===== src/rtl/fcb_pkg.sv =====
package fcb_pkg;
  // Address layout
  localparam int ADDR_W      = 10;              // Host address width
  localparam int DATA_W      = 8;               // Host data width
  localparam int REG_W       = 8;               // Register index width
  localparam int FRAMER_W    = 2;               // Framer select width
  localparam int MAX_FRAMERS = 4;               // Framers a port can serve
  // Bus style pin levels
  localparam logic STYLE_SEPARATE = 1'b0;       // Separate read and write strobes
  localparam logic STYLE_DSTROBE  = 1'b1;       // Data strobe plus direction
  // Direction line levels in data strobe style
  localparam logic DIR_READ  = 1'b1;            // Direction high reads
  localparam logic DIR_WRITE = 1'b0;            // Direction low writes
  // Read value of an absent framer
  localparam logic [7:0] ABSENT_READ = 8'h00;   // Absent block reads zero
  // Counter readback settle time
  localparam int UPDATE_SETTLE_NS = 100;        // Wait after update strobe
  localparam int CLK_PERIOD_NS    = 40;         // Port clock period
  localparam int UPDATE_SETTLE_CYC =
    (UPDATE_SETTLE_NS + CLK_PERIOD_NS - 1) / CLK_PERIOD_NS; // Rounded up
  // Host access sequencer states
  typedef enum logic [2:0] {FCB_IDLE, FCB_ADDR, FCB_STROBE, FCB_HOLD, FCB_DONE} fcb_state_type;
endpackage


===== src/rtl/fcb_if.sv =====
`timescale 1ns/1ps
interface fcb_if;
  import fcb_pkg::*;
  logic              bus_style_select;  // Strobe style
  logic [ADDR_W-1:0] addr;              // Host address
  logic              ale;               // Address latch enable
  logic              cs_n;              // Chip select
  logic              wr_n;              // Write strobe or direction
  logic              rd_n;              // Read strobe or data strobe
  logic [DATA_W-1:0] d_host;            // Data driven by host
  logic              d_host_oe;         // Host drives data
  logic [DATA_W-1:0] d_dev;             // Data driven by device
  logic              d_dev_oe;          // Device drives data
  logic              int_n_oe;          // Device pulls interrupt low
  logic              counter_update_in; // Counter update strobe
  wire  [DATA_W-1:0] d_bus = d_dev_oe ? d_dev : (d_host_oe ? d_host : {DATA_W{1'b1}});
  wire               int_n = ~int_n_oe;
  modport device (input bus_style_select, addr, ale, cs_n, wr_n, rd_n, d_host, d_host_oe,
                  counter_update_in, output d_dev, d_dev_oe, int_n_oe);
  modport host (output bus_style_select, addr, ale, cs_n, wr_n, rd_n, d_host, d_host_oe,
                counter_update_in, input d_dev, d_dev_oe, int_n_oe, d_bus, int_n);
endinterface


===== src/rtl/fcb_device.sv =====
`timescale 1ns/1ps
// Contract
// - Style pin: low separate, high data strobe
// - Drive data only during reads; the device still drives for one cycle after the strobe releases
// - Top two address bits pick framer
// - Host muxes address, valid at latch fall
// - Latch transparent high, holds on fall
// - Nonmuxed host keeps latch enable high
// - Strobes count only with chip select
// - Separate style: write and read strobes
// - Data strobe; direction high read
// - Interrupt low while unmasked source active
// - Host supplies continuous ungapped port clock
// - Port timing uses system clock only
// - Selected external strobe edge loads counters
// - Host drops strobe before next update
// - Host waits 100 ns before reading counters
// - External strobe ORed with manual bit
// - Unused update strobe tied low
// - Each framer owns a 256-byte block
// - Absent framer: writes ignored, reads zero
module fcb_device
  import fcb_pkg::*;
#(
  parameter int NUM_FRAMERS = 4                // Framers present
)(
  input  wire logic              MCLK,              // System clock
  input  wire logic              RESETN,            // Synchronous reset
  fcb_if.device                  bus,               // Host side
  input  wire logic [DATA_W-1:0] RD_DATA,           // Register file read data
  input  wire logic [NUM_FRAMERS-1:0] IRQ_ACTIVE,   // Unmasked sources per framer
  input  wire logic              AUTO_COUNTER_UPDATE_SEL, // External strobe chosen
  input  wire logic              MANUAL_COUNTER_UPDATE,   // Manual update bit
  output logic [FRAMER_W-1:0]    FRAMER_SEL,        // Decoded framer
  output logic [REG_W-1:0]       REG_ADDR,          // Decoded register
  output logic                   WR_STB,            // Write pulse
  output logic [DATA_W-1:0]      WR_DATA,           // Write data
  output logic                   RD_STB,            // Read start pulse
  output logic                   COUNTER_LOAD       // Load pulse to all framers
);
  ////////////////////////////////////////////////////////////////////////////////
  // Parameter check
  // Refuse framer counts the two select bits cannot reach
  if (NUM_FRAMERS < 1 || NUM_FRAMERS > MAX_FRAMERS)
  begin : g_bad_framers
    $error("NUM_FRAMERS out of range");
  end

  ////////////////////////////////////////////////////////////////////////////////
  // Address latch
  logic [ADDR_W-1:0] addr_hold_reg;             // Held address
  logic [ADDR_W-1:0] addr_eff;                  // Latch output
  // Follows the pins while latch enable is high, so the last
  // value before the falling edge is the one kept
  always_ff @(posedge MCLK)
  begin
    if (!RESETN)
      addr_hold_reg <= '0;
    else if (bus.ale)
      addr_hold_reg <= bus.addr;
  end
  // Transparent while high, holds after fall
  assign addr_eff = bus.ale ? bus.addr : addr_hold_reg;

  ////////////////////////////////////////////////////////////////////////////////
  // Strobe decode
  logic rd_act;                                 // Read requested
  logic wr_act;                                 // Write requested
  logic present;                                // Framer exists
  // Level of a selected access, before edge detection
  // Strobes outside chip select count for nothing
  always_comb
  begin
    if (bus.bus_style_select == STYLE_DSTROBE)
    begin
      rd_act = !bus.rd_n && bus.wr_n == DIR_READ;
      wr_act = !bus.rd_n && bus.wr_n == DIR_WRITE;
    end
    else
    begin
      rd_act = !bus.rd_n;
      wr_act = !bus.wr_n;
    end
    rd_act = rd_act && !bus.cs_n;
    wr_act = wr_act && !bus.cs_n;
  end
  // Framer index below the fitted count
  assign present = 32'(addr_eff[ADDR_W-1 -: FRAMER_W]) < NUM_FRAMERS;

  ////////////////////////////////////////////////////////////////////////////////
  // Access pulses on strobe assertion
  logic rd_act_d_reg;                           // Previous read level
  logic wr_act_d_reg;                           // Previous write level
  // Strobe history for edge detection
  always_ff @(posedge MCLK)
  begin
    if (!RESETN)
    begin
      rd_act_d_reg <= 1'b0;
      wr_act_d_reg <= 1'b0;
    end
    else
    begin
      rd_act_d_reg <= rd_act;
      wr_act_d_reg <= wr_act;
    end
  end

  // One pulse per access, however long the strobe stands
  always_ff @(posedge MCLK)
  begin
    if (!RESETN)
    begin
      WR_STB <= 1'b0;
      RD_STB <= 1'b0;
    end
    else
    begin
      // Accesses to an absent framer raise no pulse
      WR_STB <= wr_act && !wr_act_d_reg && present;
      RD_STB <= rd_act && !rd_act_d_reg && present;
    end
  end

  // Decoded address and write data, tracked every cycle
  always_ff @(posedge MCLK)
  begin
    if (!RESETN)
    begin
      FRAMER_SEL <= '0;
      REG_ADDR   <= '0;
      WR_DATA    <= '0;
    end
    else
    begin
      FRAMER_SEL <= addr_eff[ADDR_W-1 -: FRAMER_W];
      REG_ADDR   <= addr_eff[REG_W-1:0];
      WR_DATA    <= bus.d_host;
    end
  end

  ////////////////////////////////////////////////////////////////////////////////
  // Read data drive, timed by the system clock
  // Bus follows the strobe one cycle late, so it is
  // still driven for one cycle after the strobe releases
  always_ff @(posedge MCLK)
  begin
    if (!RESETN)
    begin
      bus.d_dev    <= '0;
      bus.d_dev_oe <= 1'b0;
    end
    else
    begin
      bus.d_dev_oe <= rd_act;
      bus.d_dev    <= present ? RD_DATA : ABSENT_READ;
    end
  end

  ////////////////////////////////////////////////////////////////////////////////
  // Interrupt pull-down
  // Open drain: only ever pulls low, never drives high
  always_ff @(posedge MCLK)
  begin
    if (!RESETN)
      bus.int_n_oe <= 1'b0;
    else
      bus.int_n_oe <= |IRQ_ACTIVE;
  end

  ////////////////////////////////////////////////////////////////////////////////
  // Counter update strobe synchroniser and edge detect
  logic upd_s1_reg;                             // First sync stage
  logic upd_s2_reg;                             // Second sync stage
  logic upd_s3_reg;                             // Edge history
  logic man_d_reg;                              // Manual bit history
  logic trig;                                   // Combined trigger
  // Strobe is asynchronous; only the second stage
  // is read onward, the first may be metastable
  always_ff @(posedge MCLK)
  begin
    if (!RESETN)
    begin
      upd_s1_reg <= 1'b0;
      upd_s2_reg <= 1'b0;
      upd_s3_reg <= 1'b0;
      man_d_reg  <= 1'b0;
    end
    else
    begin
      upd_s1_reg <= bus.counter_update_in;
      upd_s2_reg <= upd_s1_reg;
      upd_s3_reg <= upd_s2_reg;
      man_d_reg  <= MANUAL_COUNTER_UPDATE;
    end
  end
  // Each source edge detected; the manual edge loads, the strobe edge only when selected
  assign trig = (AUTO_COUNTER_UPDATE_SEL && upd_s2_reg && !upd_s3_reg)
              || (MANUAL_COUNTER_UPDATE && !man_d_reg);

  // Load pulse to every framer
  always_ff @(posedge MCLK)
  begin
    if (!RESETN)
      COUNTER_LOAD <= 1'b0;
    else
      COUNTER_LOAD <= trig;
  end
endmodule // fcb_device


===== src/flat_wrapper.sv =====
// flat-port wrapper written by rule: the top's interface ports become plain ports
module fcb_device_flat import fcb_pkg::*;
#(
  parameter int NUM_FRAMERS = 4                                  
)
  (MCLK, RESETN, RD_DATA, IRQ_ACTIVE, AUTO_COUNTER_UPDATE_SEL, MANUAL_COUNTER_UPDATE, FRAMER_SEL, REG_ADDR, WR_STB, WR_DATA, RD_STB, COUNTER_LOAD, bus_bus_style_select, bus_addr, bus_ale, bus_cs_n, bus_wr_n, bus_rd_n, bus_d_host, bus_d_host_oe, bus_counter_update_in, bus_d_dev, bus_d_dev_oe, bus_int_n_oe);
  fcb_if bus_i ();
  input  wire logic MCLK;
  input  wire logic RESETN;
  input  wire logic [DATA_W-1:0] RD_DATA;
  input  wire logic [NUM_FRAMERS-1:0] IRQ_ACTIVE;
  input  wire logic AUTO_COUNTER_UPDATE_SEL;
  input  wire logic MANUAL_COUNTER_UPDATE;
  output logic [FRAMER_W-1:0] FRAMER_SEL;
  output logic [REG_W-1:0] REG_ADDR;
  output logic WR_STB;
  output logic [DATA_W-1:0] WR_DATA;
  output logic RD_STB;
  output logic COUNTER_LOAD;
  input wire logic [$bits(bus_i.bus_style_select)-1:0] bus_bus_style_select;
  input wire logic [$bits(bus_i.addr)-1:0] bus_addr;
  input wire logic [$bits(bus_i.ale)-1:0] bus_ale;
  input wire logic [$bits(bus_i.cs_n)-1:0] bus_cs_n;
  input wire logic [$bits(bus_i.wr_n)-1:0] bus_wr_n;
  input wire logic [$bits(bus_i.rd_n)-1:0] bus_rd_n;
  input wire logic [$bits(bus_i.d_host)-1:0] bus_d_host;
  input wire logic [$bits(bus_i.d_host_oe)-1:0] bus_d_host_oe;
  input wire logic [$bits(bus_i.counter_update_in)-1:0] bus_counter_update_in;
  output wire logic [$bits(bus_i.d_dev)-1:0] bus_d_dev;
  output wire logic [$bits(bus_i.d_dev_oe)-1:0] bus_d_dev_oe;
  output wire logic [$bits(bus_i.int_n_oe)-1:0] bus_int_n_oe;
  assign bus_i.bus_style_select = bus_bus_style_select;
  assign bus_i.addr = bus_addr;
  assign bus_i.ale = bus_ale;
  assign bus_i.cs_n = bus_cs_n;
  assign bus_i.wr_n = bus_wr_n;
  assign bus_i.rd_n = bus_rd_n;
  assign bus_i.d_host = bus_d_host;
  assign bus_i.d_host_oe = bus_d_host_oe;
  assign bus_i.counter_update_in = bus_counter_update_in;
  assign bus_d_dev = bus_i.d_dev;
  assign bus_d_dev_oe = bus_i.d_dev_oe;
  assign bus_int_n_oe = bus_i.int_n_oe;
  fcb_device #(.NUM_FRAMERS(NUM_FRAMERS)) u_core (.MCLK(MCLK), .RESETN(RESETN), .bus(bus_i), .RD_DATA(RD_DATA), .IRQ_ACTIVE(IRQ_ACTIVE), .AUTO_COUNTER_UPDATE_SEL(AUTO_COUNTER_UPDATE_SEL), .MANUAL_COUNTER_UPDATE(MANUAL_COUNTER_UPDATE), .FRAMER_SEL(FRAMER_SEL), .REG_ADDR(REG_ADDR), .WR_STB(WR_STB), .WR_DATA(WR_DATA), .RD_STB(RD_STB), .COUNTER_LOAD(COUNTER_LOAD));
endmodule

===== config.mk =====
export PLATFORM = sky130hd
export DESIGN_NAME = fcb_device_flat
export DESIGN_NICKNAME = d
export VERILOG_FILES = /design/src/rtl/fcb_pkg.sv /design/src/rtl/fcb_if.sv /design/src/rtl/fcb_device.sv /design/src/flat_wrapper.sv
export SDC_FILE = /design/constraint.sdc
export NUM_CORES = 1
export LEC_CHECK = 0
export ABC_AREA = 1
export ABC_CLOCK_PERIOD_IN_PS = 1100
export BUFFER_PORTS_ARGS = -buffer_cell sky130_fd_sc_hd__buf_2
export CORE_MARGIN = 3
export CORE_UTILIZATION = 43
export CTS_CLUSTER_SIZE = 8
export DETAILED_ROUTE_END_ITERATION = 8
export PLACE_DENSITY = 0.86
export RECOVER_POWER = 25
export SYNTH_ARGS = -nofsm -noshare
export SYNTH_HDL_FRONTEND = slang
export SYNTH_SLANG_ARGS = --single-unit

===== constraint.sdc =====
create_clock -name MCLK -period 1.1 [get_ports MCLK]
set_clock_uncertainty 0.05 [all_clocks]
set_input_delay 0.055 -clock MCLK [delete_from_list [all_inputs] [get_ports MCLK]]
set_output_delay 0.055 -clock MCLK [all_outputs]
set_load 0.02 [all_outputs]

### Yosys cells after proc, flatten, opt, wreduce, memory -nomap -nowiden

Cells that the tools add are included.

| cells by class | value |
|---|---|
| muxes and demuxes | 3 |
| reductions and logical operators | 18 |
| bitwise gates (word level) | 1 |

Operators by type and width:

| cell | count |
|---|---|
| $mux W10 | 1 |
| $logic_and A1 B1 Y1 | 9 |
| $logic_not A1 Y1 | 7 |
| $reduce_or A4 Y1 | 1 |
| $mux W1 | 2 |
| $logic_or A1 B1 Y1 | 1 |
| $not A1 Y1 | 1 |

| storage, ports and cells | value |
|---|---|
| output and inout port bits | 31 |
| input bits | 41 |
| register bits | 46 |

### Logic depth before layout (Yosys ltp)

Gate-level depths: netlist of the first run.

| logic depth | value |
|---|---|
| depth after elaboration | 5 |
| gate-level depth with buffers | 4 |
| mapped depth without buffers | 4 |

### Worst setup path before layout of the first run

No wires, ideal clock.

| timing | value |
|---|---|
| path kind | register to register |
| from | register, netlist name u_core.addr_hold_reg[7] |
| to | register u_core.addr_hold_reg[7] |
| path buffers | 0 |
| cell stages (with the launch flop) | 3 |
| library setup time | 0.116 ns |
| arrival time | 0.560 ns |
| setup slack | 0.374 ns |
| clock period less this slack | 0.726 ns |
| required time | 0.934 ns |
| cells stage by stage | dfxtp_1 > o21ai_0 > nor2_1 |

RTL lines:

| what | line | source |
|---|---|---|
| end signal: assignment | fcb_device.sv:60 | `addr_hold_reg <= bus.addr;` |
| end: declaration | fcb_device.sv:51 | `logic [ADDR_W-1:0] addr_hold_reg;` |

==> results of run 1 <==
[worst paths after layout]
check / startpoint / endpoint / depth (start not counted)
max: RESETN / u_core.COUNTER_LOAD / 5
max reg2reg: u_core.REG_ADDR[0] / u_core.REG_ADDR[0] / 2
min: bus_ale / u_core.addr_hold_reg[7] / 3
min reg2reg: u_core.wr_act_d_reg / u_core.WR_STB / 1
[layout make-up]
cell class                 count  area, sq um  area share
inverter                      27          101      0.0529
clock buffer                   8         58.8      0.0307
multi-input combinational     62          251       0.131
sequential                    36          721       0.376
timing repair buffer         109          748       0.391
tap                           28         35.0      0.0183
[routing by layer]
metal	wire [um]	track usage	vias up
li1	-	-	598
met1	1310	0.236	550
met2	1950	0.444	44
met3	205	0.0644	10
met4	74	0.0847	0
met5	0	0	-
[cell usage in the layout (no fill, tap or decap), types with 2 or more instances in the layout]
cell	count
buf_2	68
clkbuf_1	4
clkbuf_4	5
dfxtp_1	36
dlygate4sd3_1	38
inv_1	26
nand2_1	23
nand3_1	2
nor2_1	25
o21ai_0	10
[worst max-delay path: cells and delay by family]
| kind | cells | cell delay, ns |
|---|---|---|
| buffers and inverters | 3 | 0.91 |
| and+or+nand+nor | 1 | 0.08 |
| AOI/OAI and AO/OA | 1 | 0.14 |
[logic make-up after synthesis]
| group | count (synthesis) | share of synthesized area |
|---|---|---|
| and+or+nand+nor | 50 | 0.173 |
| DFF | 36 | 0.656 |
| AOI/OAI and AO/OA | 12 | 0.0558 |
| buffers and inverters | 31 | 0.115 |
[power by group]
group	internal [mW]	leakage, nW	switching, mW
Combinational	0.218	0.783	0.227
Sequential	1.38	0.299	0.0245
Clock	0.316	0.0326	0.394
[cells in the mapped netlist (all sizes together)]
| cell | number | area, sq um |
|---|---|---|
| dfxtp | 36 | 721 |
| inv | 26 | 97.6 |
| nor2 | 25 | 93.8 |
| nand2 | 23 | 86.3 |
| o21ai | 10 | 50.1 |
| buf | 3 | 20.0 |
| nand3 | 2 | 10.0 |
| a21oi | 1 | 5.00 |
| clkbuf | 1 | 5.00 |
| clkinv | 1 | 3.75 |
| o22ai | 1 | 6.26 |
==> impl_metrics.yaml, run 1 <==
final_layout:
  drive_above_1_share: 0.310
  layoutNonFillerInstCount: 270
  diodes: 0
  finish.utilization: 0.826
  fin_nets: 282
  area_growth_pct: 74.4
  design_area_sq_um: 1920
  fillers: 138
  largest_registers: "u_core.WR_DATA x8, u_core.bus.d_dev x8, u_core.REG_ADDR x7"
floorplan:
  rows: 17
  die_w_um: 56.5
  initial_core_util: 0.474
  die-area_sq_um: 3200
  core_sq_um: 2320
  io_pins: 72
  die_y_um: 56.5
detailed_routing:
  drt_iter0_drc: 20
  drtAntennaViolNets: 0
  via_per_inst: 4.45
  dr.pass1.iters: 4
  routed_wirelength_um: 3540
  wl_per_cell_um: 13.1
  drcViolationCount: 0
  vias: 1202
clock_tree:
  cts_max_level: 2
  cts.path.max_buffers: 2
  holdBufCountCts: 38
  post_cts_resized: 0
  clock_latency_ns: 0.32
  cts_tree: "built"
  root_buffer: "clkbuf_4"
  cts_setup_buffers: 0
  cts_buffers: 5
  cts.sinks: 36
  clk_pin_slew_ns: 0.10
placed_design:
  port_buffers: 70
  gp_congestion: 0.764
  dp_slack_ns: 0.199
  hpwlAfterDp_um: 1840
  dp_cells: 224
  dpl_cell_area_sq_um: 1480
sta:
  fin_setup_tns_ns: 0
  post-route-min-period_ns: 1.01
  hold_slack_ns: 0.0781
  period_share: 0.918
  tightest_slew_ns: 0.256
  fmax_mhz: 990
  grt_setup_unrepaired: "no"
  maxSlewHeadroom: 0.828
  slew_violations: 0
  hold_violations: 0
  setup_violations: 0
  worst_slack_ns: 0.0897
setup_path:
  worstSetupPathType: "input port to register"
  r2r_setup_slack_ns: 0.38
  start_kind: "input port"
  cp-end-kind: "register"
  cp_max_fo: 25
  cp.arrival_ns: 1.21
  cpPeakStageDelay_ns: 0.53
  required_ns: 1.30
  crit_chain: "dlygate4sd3_1 > buf_2 > buf_12 > nand2_1 > o22ai_1"
  cp_slowest_cell: "dlygate4sd3_1"
worst_hold_path:
  hold_class: "input port to register"
grt:
  antenna_found_initial: 0
  grt_max_degree: 26
  grt_pass1_vias: 1260
  grt_pass1_wl_um: 5680
  track_usage: 0.233
  overflow: 0
power_and_ir_drop:
  p_total_mw: 2.55
  vdd_drop_max_uv: 1040
  leakage_nw: 1.11
  p_per_area_nw_per_um2: 1330
yosys:
  syn_area_per_cell_sq_um: 8.52
  seq_area_frac_synth: 0.656
  netlist_area_sq_um: 1100
  synth_cells: 129
  ys_types: 12
  ys_warn_count: 0
  synth_fp_nets: 170
  synth-seq-cells: 36
run:
  drv_cap: 0
outcome:
  status: "complete, no violations"
Note: power is estimated with default switching activity, not from simulation.
==> inputs of run 2 (changes only) <==
- CORE_UTILIZATION: 43 -> 46
- CTS_BUF_LIST: unset -> sky130_fd_sc_hd__clkbuf_8
- PLACE_DENSITY: 0.86 -> 0.91
==> run 2 against run 1 <==
Compared with the run above: sequential power barely moved; global-route usage is 0.092 points higher; first-iteration DRC count is 40% lower; largest power group unchanged; via count down 4.3%; combinational power is 6.5% lower; setup slack better by 0.11 ns; clock power increased by 54%; design area is 2.4% lower; worst hold slack lost 0.068 ns.
==> impl_metrics.yaml, run 2 (synthesis results as in run 1) <==
setup_path:
  cp-startpoint: "u_core.addr_hold_reg[7]"
  start_kind: "register"
  r2r_end: "u_core.addr_hold_reg[7]"
  cp_max_fo: 2
  crit_family: "flip-flops"
  path_buf_inv: 1
  r2r-start: "u_core.addr_hold_reg[7]"
  cp.arrival_ns: 0.80
  crit_chain: "buf_2"
  required_ns: 1.00
  r2r_setup_slack_ns: 0.30
  worstSetupPathType: "register to output pin"
  reg2reg_depth: 2
  cp-end-kind: "output pin"
  cpPeakStageDelay_ns: 0.35
  cp_slowest_cell: "dfxtp_1"
clock_tree:
  root_buffer: "clkbuf_8"
  cts.path.max_buffers: 2
  cts_buffers: 5
  clk_pin_slew_ns: 0.07
  cts_setup_buffers: 0
  cts.sinks: 36
  cts_tree: "built"
  cts_max_level: 2
  clock_latency_ns: 0.28
placed_design:
  dp_cells: 225
  hpwlAfterDp_um: 1940
  dpl_cell_area_sq_um: 1470
  port_buffers: 70
  gp_congestion: 0.744
worst_hold_path:
  hold_class: "input port to register"
  hold_path_end: "u_core.WR_STB"
  holdCritStartpoint: "bus_cs_n"
  holdPathStages: 4
floorplan:
  initial_core_util: 0.492
  core_sq_um: 2230
  die_w_um: 54.9
  rows: 17
  io_pins: 72
  die-area_sq_um: 3010
  die_y_um: 54.9
sta:
  tightest_slew_ns: 0.333
  setup_violations: 0
  maxSlewHeadroom: 0.778
  slew_violations: 0
  period_share: 0.821
  post-route-min-period_ns: 0.903
  grt_setup_unrepaired: "no"
  fmax_mhz: 1110
  hold_violations: 0
  fin_setup_tns_ns: 0
final_layout:
  final_common_cell: "buf_2"
  layout_common_cells: "69 x buf_2, 36 x dfxtp_1, 29 x dlygate4sd3_1"
  drive_above_1_share: 0.333
  largest_registers: "u_core.WR_DATA x8, u_core.bus.d_dev x8, u_core.REG_ADDR x7"
  fillers: 127
  diodes: 0
  design_area_sq_um: 1870
  layoutNonFillerInstCount: 262
  fin_nets: 274
  area_growth_pct: 70.3
power_and_ir_drop:
  leakage_nw: 1.11
  vdd_drop_max_uv: 1500
  p_per_area_nw_per_um2: 1550
  p_total_mw: 2.90
grt:
  overflow: 0
  track_usage: 0.234
  antenna_found_initial: 0
  grt_max_degree: 14
  grt_pass1_wl_um: 4710
  grt_pass1_vias: 1098
detailed_routing:
  dr.pass1.iters: 5
  drtAntennaViolNets: 0
  drt_iter0_drc: 12
  routed_wirelength_um: 3280
  wl_per_cell_um: 12.5
  via_per_inst: 4.39
  vias: 1150
  drcViolationCount: 0
outcome:
  status: "complete, no violations"
run:
  drv_cap: 0
-- run 2: cell types whose count changed in the layout (fill, tap and decap cells not counted), sizes merged --
cell         delta
clkinv          +1
bufinv          +1
dlygate4sd3     -9
inv             +1
clkbuf          -4
buf             +2
-- run 2: metal layers --
metal  share of wire  vias up  GRT usage
met5               0        -          0
met2            0.58       39      0.431
met4          0.0082        0     0.0954
met1            0.35      525      0.236
met3           0.058        5     0.0790
li1                -      581          -
-- run 2: metrics by stage --
step                setup slack (ns)  hold WS (ns)  utilization
detailed placement             0.202         0.188        0.660
global placement               0.225         0.185        0.660
finish                         0.197        0.0106        0.838
floorplan                      0.374         0.103            -
global route                   0.170       0.00787        0.838
CTS                            0.200       0.00175        0.838
-- run 2: how the worst max path moves through the flow --
stage                                   end  slack, ns  cells after the start
floorplan           u_core.addr_hold_reg[7]       0.37                      2
global placement         u_core.REG_ADDR[0]       0.22                      4
detailed placement       u_core.REG_ADDR[0]       0.20                      4
CTS                             REG_ADDR[2]       0.20                      1
global route                   bus_d_dev_oe       0.17                      1
finish                          REG_ADDR[7]       0.20                      1
-- run 2: area by class of cell --
type	count	area [sq um]	share of cell area
Sequential cell	36	721	0.385
Timing Repair Buffer	101	654	0.350
Multi-Input combinational cell	62	251	0.134
Inverter	27	101	0.0542
Clock buffer	5	68.8	0.0368
Clock inverter	3	38.8	0.0207
Tap cell	28	35.0	0.0187
-- run 2: timing repair --
action                                  4_1_cts  5_1_grt
endpoints found under the setup margin        0        0
hold endpoints to repair                     29        0
hold buffers                                 29        0
gates resized for setup                       0        0
-- run 2: where the power goes --
part	internal (mW)	total, mW	switching, mW
sequential	1.38	1.40	0.0246
clock	0.662	1.09	0.426
combinational	0.195	0.415	0.220
total	2.23	2.90	0.670
==> inputs of run 3 (changes only) <==
- ABC_AREA: 1 -> 0
- ABC_CLOCK_PERIOD_IN_PS: 1100 -> 900
- CORE_UTILIZATION: 46 -> 42
- PLACE_DENSITY: 0.91 -> 0.84
- clock period: 1.1 -> 0.9 ns (I/O delays scaled with it)
==> run 3 against run 2 <==
Compared with the run above: the run now ends with negative hold slack, negative setup slack left; sequential cell count stayed put; combinational power increased by 23%; via count fell by 13%; total power rose by 14%; critical path depth unchanged; final cell count down 14%; die area grew 9.1%; wire length down 9.7%; global-route usage is 3.9 points lower; synthesized cell count fell by 29%; worst hold slack got worse by 0.079 ns; sequential power up 22%.
==> impl_metrics.yaml, run 3 <==
outcome:
  status: "complete, but fails checks"
  violations: "negative hold slack, negative setup slack"
yosys:
  ys_types: 16
  synth_fp_nets: 132
  synth_top_area_cell: "dfxtp_1"
  synth.area.top_cells: "dfxtp_1 65%, and2_1 11%, mux2i_1 9.0%"
  async_flop_share: 0
  seq_area_frac_synth: 0.652
  synth_most_common_cell: "dfxtp_1"
  ys_warn_count: 0
  synth_flop_cell: "dfxtp_1"
  ys_top_cells_by_count: "36 x dfxtp_1, 20 x and2_1, 11 x nor2b_1"
  netlist_area_sq_um: 1110
  synth_edf_count: 0
  synth_cells: 91
  syn_area_per_cell_sq_um: 12.2
  synth_top_area_frac: 0.652
  synth-seq-cells: 36
worst_hold_path:
  hold_class: "input port to register"
  holdPathStages: 2
  hold_path_end: "u_core.bus.int_n_oe"
  holdCritStartpoint: "IRQ_ACTIVE[3]"
floorplan:
  io_pins: 72
  rows: 17
  core_sq_um: 2360
  die_w_um: 57.3
  die_y_um: 57.3
  die-area_sq_um: 3290
  initial_core_util: 0.468
sta:
  tightest_slew_ns: 0.298
  setup_violations: 1
  hold_violations: 1
  fmax_mhz: 1110
  fin_setup_tns_ns: -0.000823
  grt_setup_unrepaired: "yes"
  slew_violations: 0
  hold_slack_ns: -0.0683
  post-route-min-period_ns: 0.901
  maxSlewHeadroom: 0.802
  worst_slack_ns: -0.000823
  period_share: 1.00
detailed_routing:
  drtAntennaViolNets: 0
  dr.pass1.iters: 4
  drt_iter0_drc: 15
  via_per_inst: 4.42
  wl_per_cell_um: 13.1
  routed_wirelength_um: 2960
  drcViolationCount: 0
  vias: 998
power_and_ir_drop:
  seq_power_share: 0.514
  power.internal_mw: 2.56
  p_clk_frac: 0.332
  leakage_nw: 0.954
  p_per_area_nw_per_um2: 1740
  comb_power_share: 0.154
  p_sw_mw: 0.764
  swShare: 0.230
  vdd_drop_max_uv: 1570
grt:
  antenna_found_initial: 0
  track_usage: 0.195
  grt_pass1_vias: 1076
  grt_pass1_wl_um: 4690
  overflow: 0
  grt_max_degree: 31
setup_path:
  r2r-start: "u_core.REG_ADDR[2]"
  crit_family: "flip-flops"
  reg2reg_depth: 2
  required_ns: 0.81
  cp_slowest_cell: "dfxtp_1"
  path_buf_inv: 1
  r2r_setup_slack_ns: 0.20
  cp.arrival_ns: 0.81
  worstSetupPathType: "register to output pin"
  start_kind: "register"
  cp-end-kind: "output pin"
  cp_max_fo: 2
  cpPeakStageDelay_ns: 0.37
  crit_chain: "buf_4"
  r2r_end: "u_core.REG_ADDR[2]"
final_layout:
  fillers: 131
  finish.utilization: 0.810
  fin_nets: 238
  final_common_cell: "buf_2"
  area_growth_pct: 72.9
  drive_above_1_share: 0.399
  diodes: 0
  largest_registers: "u_core.WR_DATA x8, u_core.bus.d_dev x8, u_core.REG_ADDR x7"
  layout_common_cells: "61 x buf_2, 34 x dfxtp_1, 32 x dlygate4sd3_1"
clock_tree:
  cts_buffers: 5
  cts_max_level: 2
  cts.sinks: 36
  cts_tree: "built"
  root_buffer: "clkbuf_8"
  holdBufCountCts: 32
  clock_latency_ns: 0.28
  clk_pin_slew_ns: 0.06
  cts.path.max_buffers: 2
  cts_setup_buffers: 0
run:
  drv_cap: 0
placed_design:
  gp_congestion: 0.669
  port_buffers: 70
  hpwlAfterDp_um: 1640
[run 3: cell count changes in the layout (fill, tap and decap cells not counted), sizes merged, moves of 3 or more]
cell,delta
inv,-25
nor2,-24
nand2,-22
and2,+20
nor2b,+11
mux2i,+10
o21ai,-10
dlygate4sd3,+3
[run 3: cell families after synthesis]
logic type / after synthesis / synth area share
multiplexers: 10 / 0.0905
AND/OR/NAND/NOR: 39 / 0.217
flip-flops: 36 / 0.652
AO/OA/AOI/OAI: 2 / 0.0170
buffers and inverters: 4 / 0.0238
[run 3: metrics by stage]
stage	worst slack [ns]	hold WS (ns)	instances	cell area (sq um)	power, mW
2_1_floorplan	0.173	0.0735	91	1110	1.95
3_3_place_gp	0.159	0.190	186	1470	2.10
3_5_place_dp	0.0942	0.201	186	1470	2.12
4_1_cts	0.0221	-0.0762	226	1880	3.32
5_1_grt	-0.0333	-0.0746	226	1910	3.48
6_report	-0.000823	-0.0683	226	1910	3.32
[run 3: final cells by class]
type	instances	area, sq um	share of cell area
sequential	36	723	0.378
timing repair buffer	103	704	0.368
multi-input combinational	51	359	0.188
clock buffer	6	82.6	0.0432
tap	28	35.0	0.0183
clock inverter	2	7.51	0.00393
[run 3: how the worst max path moves through the flow]
stage / startpoint / endpoint / slack, ns / depth (start not counted)
after floorplan: u_core.rd_act_d_reg / u_core.RD_STB / 0.17 / 1
after global placement: bus_ale / u_core.addr_hold_reg[7] / 0.16 / 3
after detailed placement: bus_ale / u_core.REG_ADDR[5] / 0.09 / 3
after CTS: IRQ_ACTIVE[2] / u_core.bus.int_n_oe / 0.02 / 3
after global routing: u_core.REG_ADDR[2] / REG_ADDR[2] / -0.03 / 1
final: u_core.REG_ADDR[2] / REG_ADDR[2] / -0.0008 / 1
[run 3: metal layers]
metal	track usage	vias to the layer above	wire length, um
met4	0.0993	0	64
met3	0.106	8	339
met1	0.181	429	1060
li1	-	504	-
met2	0.341	57	1500
met5	0	-	0
[run 3: what timing repair did]
| action | in CTS | in global routing |
|---|---|---|
| endpoints found under the setup margin | 0 | 11 |
| resized for setup | 0 | 12 |
| hold endpoints to repair | 33 | 1 |
[run 3: power by group through the flow]
stage | Sequential [mW] | Combinational (mW) | Clock (mW)
6_report | 1.71 | 0.511 | 1.10
3_5_place_dp | 1.74 | 0.380 | 0
5_1_grt | 1.72 | 0.549 | 1.22
4_1_cts | 1.70 | 0.487 | 1.13
3_3_place_gp | 1.73 | 0.367 | 0
2_1_floorplan | 1.84 | 0.113 | 0
